===== config.mk =====
export PLATFORM = sky130hd
export DESIGN_NAME = tsr_slave
export DESIGN_NICKNAME = d
export VERILOG_FILES = /design/src/inc/tsr_pkg.sv /design/src/verilog/tsr_line_watch.sv /design/src/verilog/tsr_slave.sv
export SDC_FILE = /design/constraint.sdc
export NUM_CORES = 1
export LEC_CHECK = 0
export BUFFER_PORTS_ARGS = -buffer_cell sky130_fd_sc_hd__clkbuf_2
export CAP_MARGIN = 40
export CORE_ASPECT_RATIO = 1.25
export CORE_MARGIN = 2
export CORE_UTILIZATION = 40
export CTS_CLUSTER_DIAMETER = 150
export DETAILED_ROUTE_END_ITERATION = 10
export SETUP_SLACK_MARGIN = 0.05
export SYNTH_ARGS = -nofsm -noshare
export SYNTH_HDL_FRONTEND = slang
export SYNTH_SLANG_ARGS = --single-unit

===== constraint.sdc =====
create_clock -name clock_i -period 2.73 [get_ports clock_i]
set_input_delay 0.819 -clock clock_i [delete_from_list [all_inputs] [get_ports clock_i]]
set_output_delay 0.819 -clock clock_i [all_outputs]
set_load 0.05 [all_outputs]

===== src/inc/tsr_pkg.sv =====
/*
 * Package of the serial register access front end: pointer codes,
 * register reset values, slave address and time-out figures.
 * Assumes a 25 MHz system clock driving all logic.
 */
package tsr_pkg;
    // ****************************************
    // Clock and time-out
    // ****************************************
    localparam int CLK_HZ = 25000000;
    localparam int TIMEOUT_MIN_MS = 75;
    localparam int TIMEOUT_MAX_MS = 325;
    // Least time rounds up to whole cycles
    localparam longint TIMEOUT_CYC =
        (longint'(TIMEOUT_MIN_MS) * CLK_HZ + 999) / 1000;

    // ****************************************
    // Addressing and pointer
    // ****************************************
    localparam logic [3:0] ADDR_FIXED = 4'h9;
    localparam logic [1:0] PTR_TEMP = 2'h0;
    localparam logic [1:0] PTR_CONF = 2'h1;
    localparam logic [1:0] PTR_LOWER = 2'h2;
    localparam logic [1:0] PTR_UPPER = 2'h3;
    localparam logic [1:0] PTR_RESET = 2'h0;

    // ****************************************
    // Register reset values
    // ****************************************
    localparam logic [7:0] CONF_RESET = 8'h00;
    localparam logic [15:0] UPPER_RESET = 16'h5000;
    localparam logic [15:0] LOWER_RESET = 16'h4b00;
endpackage


===== src/verilog/tsr_line_watch.sv =====
/*
 * Edge and condition detector for the two-wire bus lines, plus the
 * data-low time-out counter.
 * Assumes scl and sda are already synchronous to clock_i.
 */
`timescale 1ns/1ns
module tsr_line_watch #(
    parameter longint TIMEOUT_CYC = tsr_pkg::TIMEOUT_CYC
) (
    input wire logic clock_i,
    input wire logic nrst_i,
    input wire logic scl_i,
    input wire logic sda_i,
    output logic scl_rise_o,
    output logic scl_fall_o,
    output logic start_o,
    output logic stop_o,
    output logic timeout_o
);
    logic scl_q, sda_q, next_scl_q, next_sda_q;
    logic [31:0] low_cnt, next_low_cnt;
    logic next_timeout;

    always_comb begin
        next_scl_q = scl_i;
        next_sda_q = sda_i;
        next_low_cnt = 32'h0;
        next_timeout = 1'b0;
        if (!sda_i) begin
            if (low_cnt >= 32'(TIMEOUT_CYC - 1)) begin
                next_timeout = (low_cnt == 32'(TIMEOUT_CYC - 1));
                next_low_cnt = low_cnt;
                if (next_timeout)
                    next_low_cnt = low_cnt + 32'h1;
            end else begin
                next_low_cnt = low_cnt + 32'h1;
            end
        end
    end

    always_ff @(posedge clock_i) begin
        if (!nrst_i) begin
            scl_q <= 1'b1;
            sda_q <= 1'b1;
            low_cnt <= 32'h0;
            timeout_o <= 1'b0;
        end else begin
            scl_q <= next_scl_q;
            sda_q <= next_sda_q;
            low_cnt <= next_low_cnt;
            timeout_o <= next_timeout;
        end
    end

    assign scl_rise_o = scl_i & ~scl_q;
    assign scl_fall_o = ~scl_i & scl_q;
    assign start_o = scl_i & scl_q & sda_q & ~sda_i;
    assign stop_o = scl_i & scl_q & ~sda_q & sda_i;
endmodule


===== src/verilog/tsr_slave.sv =====
/*
 * Two-wire slave front end of a temperature sensor: address match,
 * pointer load, register reads and writes, bus time-out.
 * Assumes synchronous scl/sda inputs and an external open-drain pad
 * driven low while sda_oe_o is high.
 */
// Summary of operation
// - Address with write bit, acknowledged, then next byte loads pointer.
// - Reads use the preset pointer or one just loaded.
// - Pointer selects temperature by default.
// - Write: first byte after address is stored as pointer.
// - Temperature and limit reads return two bytes, high first.
// - Configuration read returns one byte.
// - Pointer load then repeated start read returns the new register.
// - Configuration pointer load then one-byte read in one sequence.
// - Data line low past time-out resets interface, releases line.
// - Pointer is zero after reset.
// - Each byte is eight bits plus one acknowledge bit.
`timescale 1ns/1ns
module tsr_slave #(
    parameter longint TIMEOUT_CYC = tsr_pkg::TIMEOUT_CYC
) (
    input wire logic clock_i,
    input wire logic nrst_i,
    input wire logic scl_i,
    input wire logic sda_i,
    input wire logic [2:0] address_select_pins_i,
    input wire logic [15:0] temp_i,
    output logic sda_o,
    output logic sda_oe_o,
    output logic [1:0] pointer_word_address_o,
    output logic [7:0] conf_o,
    output logic [15:0] upper_trip_limit_o,
    output logic [15:0] lower_trip_limit_o,
    output logic timeout_o
);
    // ****************************************
    // Line events
    // ****************************************
    logic scl_rise, scl_fall, start_c, stop_c, tmo;

    tsr_line_watch #(.TIMEOUT_CYC(TIMEOUT_CYC)) u_watch (
        .clock_i(clock_i),
        .nrst_i(nrst_i),
        .scl_i(scl_i),
        .sda_i(sda_i),
        .scl_rise_o(scl_rise),
        .scl_fall_o(scl_fall),
        .start_o(start_c),
        .stop_o(stop_c),
        .timeout_o(tmo)
    );

    // ****************************************
    // State
    // ****************************************
    typedef enum logic [2:0] {
        ST_IDLE, ST_ADDR, ST_ACK, ST_RX, ST_TX, ST_MACK
    } tsr_state_t;

    tsr_state_t state, next_state;
    logic [7:0] shreg, next_shreg;
    logic [3:0] bitcnt, next_bitcnt;
    logic [1:0] bytecnt, next_bytecnt;
    logic rd, next_rd;
    logic [1:0] ptr, next_ptr;
    logic [7:0] conf, next_conf;
    logic [15:0] upper, next_upper, lower, next_lower;
    logic [7:0] hi_hold, next_hi_hold;
    logic sda_oe, next_sda_oe;
    logic [15:0] sel_word;

    // Register selection from pointer
    always_comb begin
        case (ptr)
            tsr_pkg::PTR_TEMP: sel_word = temp_i;
            tsr_pkg::PTR_CONF: sel_word = {conf, 8'h00};
            tsr_pkg::PTR_LOWER: sel_word = lower;
            tsr_pkg::PTR_UPPER: sel_word = upper;
            default: sel_word = temp_i;
        endcase
    end

    always_comb begin
        next_state = state;
        next_shreg = shreg;
        next_bitcnt = bitcnt;
        next_bytecnt = bytecnt;
        next_rd = rd;
        next_ptr = ptr;
        next_conf = conf;
        next_upper = upper;
        next_lower = lower;
        next_hi_hold = hi_hold;
        next_sda_oe = sda_oe;
        if (tmo) begin
            // Release the line and drop the transfer
            next_state = ST_IDLE;
            next_sda_oe = 1'b0;
        end else if (start_c) begin
            next_state = ST_ADDR;
            next_bitcnt = 4'h0;
            next_sda_oe = 1'b0;
        end else if (stop_c) begin
            next_state = ST_IDLE;
            next_sda_oe = 1'b0;
        end else begin
            case (state)
                ST_ADDR: begin
                    if (scl_rise) begin
                        next_shreg = {shreg[6:0], sda_i};
                        next_bitcnt = bitcnt + 4'h1;
                    end
                    if (scl_fall && bitcnt == 4'h8) begin
                        if (shreg[7:1] ==
                            {tsr_pkg::ADDR_FIXED, address_select_pins_i}) begin
                            next_rd = shreg[0];
                            next_sda_oe = 1'b1;
                            next_bytecnt = 2'h0;
                            next_state = ST_ACK;
                        end else begin
                            next_state = ST_IDLE;
                        end
                    end
                end
                ST_ACK: begin
                    if (scl_fall) begin
                        next_bitcnt = 4'h0;
                        if (rd) begin
                            next_hi_hold = sel_word[7:0];
                            next_shreg = sel_word[15:8];
                            next_sda_oe = ~sel_word[15];
                            next_state = ST_TX;
                        end else begin
                            next_sda_oe = 1'b0;
                            next_state = ST_RX;
                        end
                    end
                end
                ST_RX: begin
                    if (scl_rise) begin
                        next_shreg = {shreg[6:0], sda_i};
                        next_bitcnt = bitcnt + 4'h1;
                    end
                    if (scl_fall && bitcnt == 4'h8) begin
                        next_sda_oe = 1'b1;
                        next_state = ST_ACK;
                        if (bytecnt != 2'h3)
                            next_bytecnt = bytecnt + 2'h1;
                        case (bytecnt)
                            2'h0: next_ptr = shreg[1:0];
                            2'h1: begin
                                if (ptr == tsr_pkg::PTR_CONF)
                                    next_conf = shreg;
                                else if (ptr == tsr_pkg::PTR_UPPER)
                                    next_upper[15:8] = shreg;
                                else if (ptr == tsr_pkg::PTR_LOWER)
                                    next_lower[15:8] = shreg;
                            end
                            2'h2: begin
                                if (ptr == tsr_pkg::PTR_UPPER)
                                    next_upper[7:0] = shreg;
                                else if (ptr == tsr_pkg::PTR_LOWER)
                                    next_lower[7:0] = shreg;
                            end
                            default: ;
                        endcase
                    end
                end
                ST_TX: begin
                    if (scl_fall) begin
                        next_bitcnt = bitcnt + 4'h1;
                        next_shreg = {shreg[6:0], 1'b0};
                        if (bitcnt == 4'h7) begin
                            next_sda_oe = 1'b0;
                            next_state = ST_MACK;
                        end else begin
                            next_sda_oe = ~shreg[6];
                        end
                    end
                end
                ST_MACK: begin
                    if (scl_rise) begin
                        next_shreg[0] = sda_i;
                    end
                    if (scl_fall) begin
                        next_bitcnt = 4'h0;
                        // Master nack ends the read; the line stays released
                        if (shreg[0]) begin
                            next_state = ST_IDLE;
                        end else if (bytecnt == 2'h0 &&
                                     ptr != tsr_pkg::PTR_CONF) begin
                            next_bytecnt = 2'h1;
                            next_shreg = hi_hold;
                            next_sda_oe = ~hi_hold[7];
                            next_state = ST_TX;
                        end else begin
                            // Further bytes repeat the selected word
                            next_bytecnt = 2'h0;
                            next_hi_hold = sel_word[7:0];
                            next_shreg = sel_word[15:8];
                            next_sda_oe = ~sel_word[15];
                            next_state = ST_TX;
                        end
                    end
                end
                default: next_state = ST_IDLE;
            endcase
        end
    end

    always_ff @(posedge clock_i) begin
        if (!nrst_i) begin
            state <= ST_IDLE;
            shreg <= 8'h00;
            bitcnt <= 4'h0;
            bytecnt <= 2'h0;
            rd <= 1'b0;
            ptr <= tsr_pkg::PTR_RESET;
            conf <= tsr_pkg::CONF_RESET;
            upper <= tsr_pkg::UPPER_RESET;
            lower <= tsr_pkg::LOWER_RESET;
            hi_hold <= 8'h00;
            sda_oe <= 1'b0;
        end else begin
            state <= next_state;
            shreg <= next_shreg;
            bitcnt <= next_bitcnt;
            bytecnt <= next_bytecnt;
            rd <= next_rd;
            ptr <= next_ptr;
            conf <= next_conf;
            upper <= next_upper;
            lower <= next_lower;
            hi_hold <= next_hi_hold;
            sda_oe <= next_sda_oe;
        end
    end

    // ****************************************
    // Outputs
    // ****************************************
    always_ff @(posedge clock_i) begin
        if (!nrst_i) begin
            sda_o <= 1'b0;
            sda_oe_o <= 1'b0;
            pointer_word_address_o <= tsr_pkg::PTR_RESET;
            conf_o <= tsr_pkg::CONF_RESET;
            upper_trip_limit_o <= tsr_pkg::UPPER_RESET;
            lower_trip_limit_o <= tsr_pkg::LOWER_RESET;
            timeout_o <= 1'b0;
        end else begin
            sda_o <= 1'b0;
            sda_oe_o <= next_sda_oe;
            pointer_word_address_o <= next_ptr;
            conf_o <= next_conf;
            upper_trip_limit_o <= next_upper;
            lower_trip_limit_o <= next_lower;
            timeout_o <= tmo;
        end
    end
endmodule

==> flow_summary.json, run 1 <==
{
  "htreeDepth": 3,
  "seq_area_frac_synth_pct": 39.2,
  "rsz0062_at_grt": "false",
  "coreArea_um2": 13200,
  "hold_viol_final": 0,
  "vias": 4718,
  "fin_crit_sh_pct": 83.5,
  "worst_skew_pair.late_latency_ps": 350,
  "cts_tree": "yes",
  "critical_path_class": "reg2reg",
  "grt_pass1_vias": 4579,
  "drive_gt1_share_pct": 20.3,
  "clockBufferDepth": 2,
  "antenna_found_initial": 0,
  "cts_setup_buffers": 0,
  "nets": 691,
  "synth_cell_types": 69,
  "synth_flop_cell": "dfxtp_1",
  "antenna_left": 0,
  "ctsResizeCount": 0,
  "crit_fanout": 19,
  "first_iter_violations": 214,
  "synth_top_area_share_pct": 39.2,
  "cts_buffers": 9,
  "grt-ovfl-total": 0,
  "reg2regPathDepth": 5,
  "holdBufCountCts": 0,
  "r2r-start": "state[2]",
  "grt_pass1_wl_um": 23200,
  "setup_viol": 0,
  "p_per_area_nw_per_um2": 482,
  "worstMarginPinSlew_ps": 650,
  "min_to": "u_watch.low_cnt[25]",
  "die_area_um2": 14400,
  "async_flop_share_pct": 0,
  "die_w_um": 108,
  "synth-seq-cells": 105,
  "hold_depth": 1,
  "die_y_um": 134,
  "routed_via_density": 5.65,
  "dr.pass1.iters": 7,
  "syn_nets": 631,
  "antenna_cells": 0,
  "portBuffers": 66,
  "hp-class": "reg2reg",
  "cts_root_buf": "clkbuf_16",
  "status": "finished clean",
  "routedWlPerCell_um": 16.9,
  "yosys_warnings": 0,
  "synth_edf_count": 0,
  "synth_area_um2": 5370,
  "arrival_ps": 2560,
  "start_kind": "register",
  "yosysMostFrequentCell": "dfxtp_1",
  "drc_errors": 0,
  "crit_required_ps": 3010,
  "placementRows": 47,
  "r2r_slack_ps": 450,
  "cap_viol_max_count": 0,
  "gp_congestion": 0.855,
  "finalCriticalPeriod_ps": 2280,
  "yosys.area.top_type": "dfxtp_1",
  "wl_um": 14100,
  "dp_slack_ps": 230,
  "ios": 68,
  "path_clk_slew_ps": 70,
  "area_delta_synth_final_pct": 16.2,
  "end_kind": "register",
  "synthTopCellsByCount": "dfxtp_1, nor2_1, nand2_1, mux2i_1, clkbuf_1",
  "fin_ws_ps": 450,
  "fmax_mhz": 439,
  "min_from": "u_watch.low_cnt[25]",
  "ir_drop_uv": 316,
  "dp_hpwl_um": 10300,
  "reg2reg_to": "bitcnt[2]",
  "cts.sinks": 105,
  "cellLeakagePower_nw": 2.63,
  "track_usage_pct": 20.2,
  "drv_slew": 0,
  "grt_max_degree": 49,
  "postSynthAreaPerCell_um2": 8.95,
  "synth_cells": 600,
  "synth.area.top_cells": "dfxtp_1, mux2i_1, nor2_1",
  "max_slew_margin_pct": 56.6,
  "finalSetupTns_ps": 0,
  "clock_skew_ps": 7.47,
  "initial_core_util_pct": 40.8
}
==> metal layers <==
layer	track usage [%]	up-vias	share of wire, %
met1	25.7	2249	44
met5	0	-	0
li1	-	2324	-
met2	34.1	116	50
met4	7.05	0	2.4
met3	3.52	29	4.1
==> where the power goes <==
part	internal, W	switching (W)	leakage, nW
Clock	0.000758	0.000570	0.152
Sequential	0.00154	0.0000151	0.847
Combinational	0.0000526	0.0000765	1.64
Total	0.00235	0.000661	2.63
==> state kept, by name, summed over array words and instances (netlist names), 2 cells and up <==
| signal | count |
|---|---|
| u_watch.low_cnt | 32 |
| hi_hold | 8 |
| conf_o | 8 |
| lower_trip_limit_o | 16 |
| bitcnt | 4 |
| pointer_word_address_o | 2 |
| state | 3 |
| shreg | 8 |
| upper_trip_limit_o | 16 |
| bytecnt | 2 |
==> area by class of cell <==
| class | count | area, um^2 |
|---|---|---|
| inverters | 13 | 48.8 |
| well taps | 171 | 214 |
| clock inverters | 4 | 52.6 |
| fillers | 1336 | 6930 |
| multi-input cells | 438 | 3040 |
| clock buffers | 11 | 253 |
| repair buffers | 93 | 533 |
| flip-flops and latches | 105 | 2100 |
==> through the flow <==
step                hold slack, ps  cells  cell area (um^2)  utilization (%)  power (W)
CTS                            467    835              6240             47.4    0.00304
detailed placement             448    820              5940             45.1    0.00172
global route                   493    835              6240             47.4    0.00312
global placement               443    820              5940             45.1    0.00171
floorplan                      430    600              5370                -    0.00167
finish                         463    835              6240             47.4    0.00301
==> worst max path at each step <==
stage	start	end	slack [ps]
global placement	scl_i	bitcnt[3]	230
floorplan	scl_i	lower_trip_limit_o[11]	340
finish	state[2]	bitcnt[2]	450
global route	state[1]	hi_hold[1]	320
detailed placement	scl_i	bitcnt[3]	230
CTS	state[2]	bitcnt[2]	480
==> layout by cell type, fill, tap and decap left out, types with 12 or more instances in the layout <==
master,count
inv_1,12
clkbuf_2,66
mux2i_1,44
o21ai_0,21
buf_4,27
nand3_1,18
nor2b_1,14
a21oi_1,23
nor2_1,61
nor3_1,12
dfxtp_1,105
and2_1,14
nand2_1,45
==> cells by family (layout without fill, tap and decap cells) <==
logic type	Yosys count	count (layout)	share of synthesized area, %
mux	61	61	13.4
compound gates	122	122	16.2
flops	105	105	39.2
fa+ha+maj	8	8	1.86
simple gates	238	238	23.7
xor+xnor	8	8	1.30
buf+inv	57	121	4.26
other cells	1	1	0.0698
==> worst max-delay path, stage by stage (launching register included) <==
cell and delay (ps):
dfxtp_1 730, nor3b_1 280, o21ai_0 110, a221o_1 430
or4_1 490, a21oi_1 170
No activity file was read; power rests on OpenSTA's default activity.
==> run 2: changes to the inputs <==
==> constraint.sdc (replaced) <==
create_clock -name clock_i -period 2.2 [get_ports clock_i]
set_input_delay 0.66 -clock clock_i [delete_from_list [all_inputs] [get_ports clock_i]]
set_output_delay 0.66 -clock clock_i [all_outputs]
set_load 0.05 [all_outputs]
==> flow_summary.json, run 2 (synthesized netlist as in run 1, its figures left out) <==
{
  "grt-ovfl-total": 0,
  "track_usage_pct": 20.9,
  "crit_fanout": 7,
  "cts_buffers": 9,
  "placementRows": 47,
  "largest_reg_flops": 32,
  "portBuffers": 66,
  "wl_um": 14800,
  "fin_crit_sh_pct": 94.4,
  "htreeDepth": 3,
  "p_per_area_nw_per_um2": 563,
  "drc_errors": 0,
  "top_register": "u_watch.low_cnt",
  "hold_slack_ps": 464,
  "grt_pass1_vias": 4769,
  "finalSetupTns_ps": 0,
  "routed_via_density": 5.68,
  "drive_gt1_share_pct": 25.0,
  "setup_viol": 0,
  "drv_slew": 0,
  "clock_skew_ps": 12.2,
  "clockBufferDepth": 2,
  "die_w_um": 108,
  "r2r-start": "u_watch.low_cnt[6]",
  "dp_hpwl_um": 10800,
  "startpoint": "u_watch.low_cnt[6]",
  "cap_viol_max_count": 0,
  "min_from": "u_watch.low_cnt[31]",
  "die_area_um2": 14400,
  "start_kind": "register",
  "fmax_mhz": 481,
  "finalCriticalPeriod_ps": 2080,
  "gp_congestion": 0.907,
  "crit_required_ps": 2480,
  "cts_root_buf": "clkbuf_16",
  "regArea_um2": 2110,
  "cts.sinks": 105,
  "critical_path_class": "reg2reg",
  "end_kind": "register",
  "antenna_left": 0,
  "status": "finished clean",
  "rsz0062_at_grt": "false",
  "multi_input_area_um2": 3060,
  "ios": 68,
  "antenna_cells": 0,
  "initial_core_util_pct": 40.8,
  "path_clk_slew_ps": 70,
  "layout_commonest_cell": "dfxtp_1",
  "n_fill_cell": 1302,
  "max_slew_margin_pct": 62.3,
  "worst_skew_pair.late_latency_ps": 350,
  "antenna_found_initial": 0,
  "layout_common_cells": "dfxtp_1, clkbuf_2, nor2_1",
  "vias": 4915,
  "hold_viol_final": 0,
  "area_delta_synth_final_pct": 21.0,
  "cellLeakagePower_nw": 2.79,
  "nets": 721,
  "cts_tree": "yes",
  "routedWlPerCell_um": 17.1,
  "reg_top3": "u_watch.low_cnt (32), lower_trip_limit_o (16), upper_trip_limit_o (16)",
  "dr.pass1.iters": 8,
  "die_y_um": 134,
  "arrival_ps": 2360,
  "ir_drop_uv": 348,
  "holdBufCountCts": 0,
  "grt_max_degree": 28,
  "coreArea_um2": 13200,
  "first_iter_violations": 321,
  "hp-class": "reg2reg",
  "grt_pass1_wl_um": 24200,
  "worstMarginPinSlew_ps": 564
}
-- run 2: cell types whose count changed in the layout (fill, tap and decap cells not counted), moves of 2 or more --
cell	change
clkbuf_8	-2
dfxtp_1	-5
buf_12	+2
dfxtp_2	+5
inv_6	+2
buf_4	+28
-- run 2: cell type report --
class / instances / share of cell area [%]
clock buffer: 10 / 3.53
sequential: 105 / 32.5
inverter: 13 / 0.751
timing repair buffer: 123 / 12.1
clock inverter: 6 / 0.771
tap: 171 / 3.29
multi-input combinational: 438 / 47.1
-- run 2: critical path, cell delays in order (launching register included) --
cell and delay, ps:
dfxtp_2 340, or4_4 560, o2111ai_4 250, nand3_4 160, or4_4 550, a21oi_2 150
-- run 2: path summary, 6_finish.rpt --
path	cells after the start	end	slack, ps
hold / removal	1	u_watch.low_cnt[31]	460
setup reg to reg	5	u_watch.low_cnt[19]	120
hold reg to reg	1	u_watch.low_cnt[31]	460
setup / recovery	5	u_watch.low_cnt[19]	120
-- run 2: repair_timing --
action	CTS	global route
gates resized for setup	0	6
setup buffers	1	1
pin swaps	1	3
setup endpoints to repair	1	14
-- run 2: per-stage QoR --
step	util, %	setup slack [ps]	area [um^2]	cells	power [W]
final	49.3	123	6490	866	0.00366
after global routing	49.3	58.2	6490	866	0.00379
after CTS	49.1	70.8	6470	865	0.00370
after detailed placement	47.0	-134	6190	848	0.00215
after global placement	47.0	-70.1	6190	848	0.00214
after floorplan	-	68.7	5400	600	0.00207
-- run 2: routing by layer --
| metal | vias to the layer above | GRT usage (%) | part of all wire (%) |
|---|---|---|---|
| li1 | 2385 | - | - |
| met1 | 2395 | 27.2 | 44 |
| met2 | 124 | 36.0 | 51 |
| met3 | 11 | 3.33 | 4.5 |
| met4 | 0 | 5.13 | 0.78 |
| met5 | - | 0 | 0 |
-- run 2: report_power, final --
group	switching [W]	internal, W
registers	0.0000135	0.00191
logic	0.000106	0.0000780
clock network	0.000767	0.000786
==> run 3: changes to the inputs <==
--- a/config.mk
+++ b/config.mk
@@ -9,9 +9,10 @@
 export CAP_MARGIN = 40
 export CORE_ASPECT_RATIO = 1.25
 export CORE_MARGIN = 2
-export CORE_UTILIZATION = 40
+export CORE_UTILIZATION = 47
 export CTS_CLUSTER_DIAMETER = 150
 export DETAILED_ROUTE_END_ITERATION = 10
+export PLACE_DENSITY = 0.66
 export SETUP_SLACK_MARGIN = 0.05
 export SYNTH_ARGS = -nofsm -noshare
 export SYNTH_HDL_FRONTEND = slang
==> constraint.sdc (replaced) <==
create_clock -name clock_i -period 2 [get_ports clock_i]
set_input_delay 0.6 -clock clock_i [delete_from_list [all_inputs] [get_ports clock_i]]
set_output_delay 0.6 -clock clock_i [all_outputs]
set_load 0.05 [all_outputs]
==> flow_summary.json, run 3 (synthesized netlist as in run 1, its figures left out) <==
{
  "vias": 5063,
  "fin_crit_sh_pct": 103,
  "antenna_left": 0,
  "end_kind": "register",
  "first_iter_violations": 226,
  "intPower_w": 0.00312,
  "cellLeakagePower_nw": 2.91,
  "cts_root_buf": "clkbuf_16",
  "cts_buffers": 9,
  "arrival_ps": 2310,
  "cts.sinks": 105,
  "start_kind": "register",
  "max_slew_margin_pct": 60.3,
  "status": "finished, violations left",
  "violations": "negative setup slack",
  "regArea_um2": 2110,
  "dpl.cell_count": 826,
  "hp-class": "reg2reg",
  "track_usage_pct": 23.8,
  "crit_required_ps": 2240,
  "grt_max_degree": 32,
  "wl_um": 14600,
  "ios": 68,
  "switchingPower_w": 0.000945,
  "r2r_slack_ps": -70,
  "initial_core_util_pct": 48.2,
  "fin_ws_ps": -66.8,
  "p_per_area_nw_per_um2": 606,
  "drv_slew": 0,
  "clockBufferDepth": 2,
  "antenna_found_initial": 0,
  "multi_input_area_um2": 3160,
  "die_area_um2": 12300,
  "nets": 741,
  "htreeDepth": 3,
  "area_delta_synth_final_pct": 25.1,
  "clkPwrFrac_pct": 42.6,
  "die_y_um": 123,
  "worst_skew_pair.late_latency_ps": 350,
  "largest_reg_flops": 32,
  "cts_tree": "yes",
  "cap_viol_max_count": 0,
  "dr.pass1.iters": 4,
  "gp_congestion": 0.923,
  "layout_common_cells": "dfxtp_1, buf_4, clkbuf_2",
  "grt_pass1_wl_um": 23300,
  "ir_drop_uv": 369,
  "setup_viol": 6,
  "hold_viol_final": 0,
  "clock_skew_ps": 9.48,
  "power_frac_seq_pct": 51.8,
  "final_cells": 850,
  "drc_errors": 0,
  "dp_hpwl_um": 10600,
  "path_clk_slew_ps": 70,
  "reg_top3": "u_watch.low_cnt (32), lower_trip_limit_o (16), upper_trip_limit_o (16)",
  "routed_via_density": 5.96,
  "antenna_cells": 0,
  "reg2regPathDepth": 8,
  "placementRows": 43,
  "top_register": "u_watch.low_cnt",
  "routedWlPerCell_um": 17.1,
  "holdBufCountCts": 0,
  "rsz0062_at_grt": "true",
  "critical_path_class": "reg2reg",
  "swShare_pct": 23.2,
  "finalCriticalPeriod_ps": 2070,
  "worstMarginPinSlew_ps": 596,
  "fmax_mhz": 484,
  "grt-ovfl-total": 0,
  "n_fill_cell": 954,
  "coreArea_um2": 11100,
  "pwr-share-comb_pct": 5.5,
  "grt_pass1_vias": 4757,
  "portBuffers": 66,
  "die_w_um": 99.6,
  "finalSetupTns_ps": -194,
  "layout_commonest_cell": "dfxtp_1",
  "drive_gt1_share_pct": 29.9,
  "hold_depth": 1,
  "crit_fanout": 3
}
[run 3: cell count changes in the layout (fill, tap and decap cells not counted), moves of 4 or more]
| cell | before | now |
|---|---|---|
| a21oi_1 | 22 | 16 |
| a21oi_2 | 1 | 6 |
| buf_4 | 55 | 71 |
| buf_6 | 0 | 4 |
| o21ai_0 | 21 | 15 |
| o21ai_1 | 0 | 6 |
[run 3: area by class of cell]
cell class	instances	share of cell area, %
Timing Repair Buffer	143	13.9
Tap cell	135	2.51
Clock inverter	4	0.540
Clock buffer	12	3.82
Inverter	13	0.726
Multi-Input combinational cell	438	47.1
Sequential cell	105	31.4
[run 3: timing repair]
item,CTS,global route
buffers inserted,3,4
gates resized for setup,2,35
gates cloned,1,0
setup endpoints to repair,13,58
pin swaps,10,21
[run 3: critical path, stage by stage, from the launching register on]
cell,delay [ps]
dfxtp_2,320
or4_4,560
buf_4,160
buf_6,100
o2111a_2,300
nor3_4,240
buf_6,140
xnor2_2,100
nor2_1,50
[run 3: power groups by stage]
stage | clock network (W) | logic (W) | registers [W]
after CTS | 0.00177 | 0.000215 | 0.00211
final | 0.00173 | 0.000225 | 0.00211
after global placement | 0 | 0.000208 | 0.00216
after detailed placement | 0 | 0.000213 | 0.00216
after floorplan | 0 | 0.000127 | 0.00215
after global routing | 0.00185 | 0.000242 | 0.00211
[run 3: metrics by stage]
step,setup WS (ps),utilization [%],area (um^2),hold slack (ps),power [W]
global route,-158,60.3,6720,485,0.00420
finish,-66.8,60.3,6720,468,0.00407
CTS,13.2,59.0,6570,470,0.00409
detailed placement,-322,56.0,6240,447,0.00237
global placement,-276,56.0,6240,443,0.00236
floorplan,-71.3,-,5420,430,0.00228
[run 3: path summary, 6_finish.rpt]
path | to | from
max | u_watch.low_cnt[0] | u_watch.low_cnt[9]
min | u_watch.low_cnt[28] | u_watch.low_cnt[28]
max reg2reg | u_watch.low_cnt[0] | u_watch.low_cnt[9]
min reg2reg | u_watch.low_cnt[28] | u_watch.low_cnt[28]
[run 3: layer usage]
metal / part of all wire [%] / wire length (um) / vias to the layer above / GRT usage [%]
met2: 49 / 7190 / 147 / 39.8
met4: 2.5 / 358 / 0 / 9.08
met1: 43 / 6300 / 2459 / 30.9
met5: 0 / 0 / - / 0
li1: - / - / 2427 / -
met3: 4.9 / 717 / 30 / 3.67
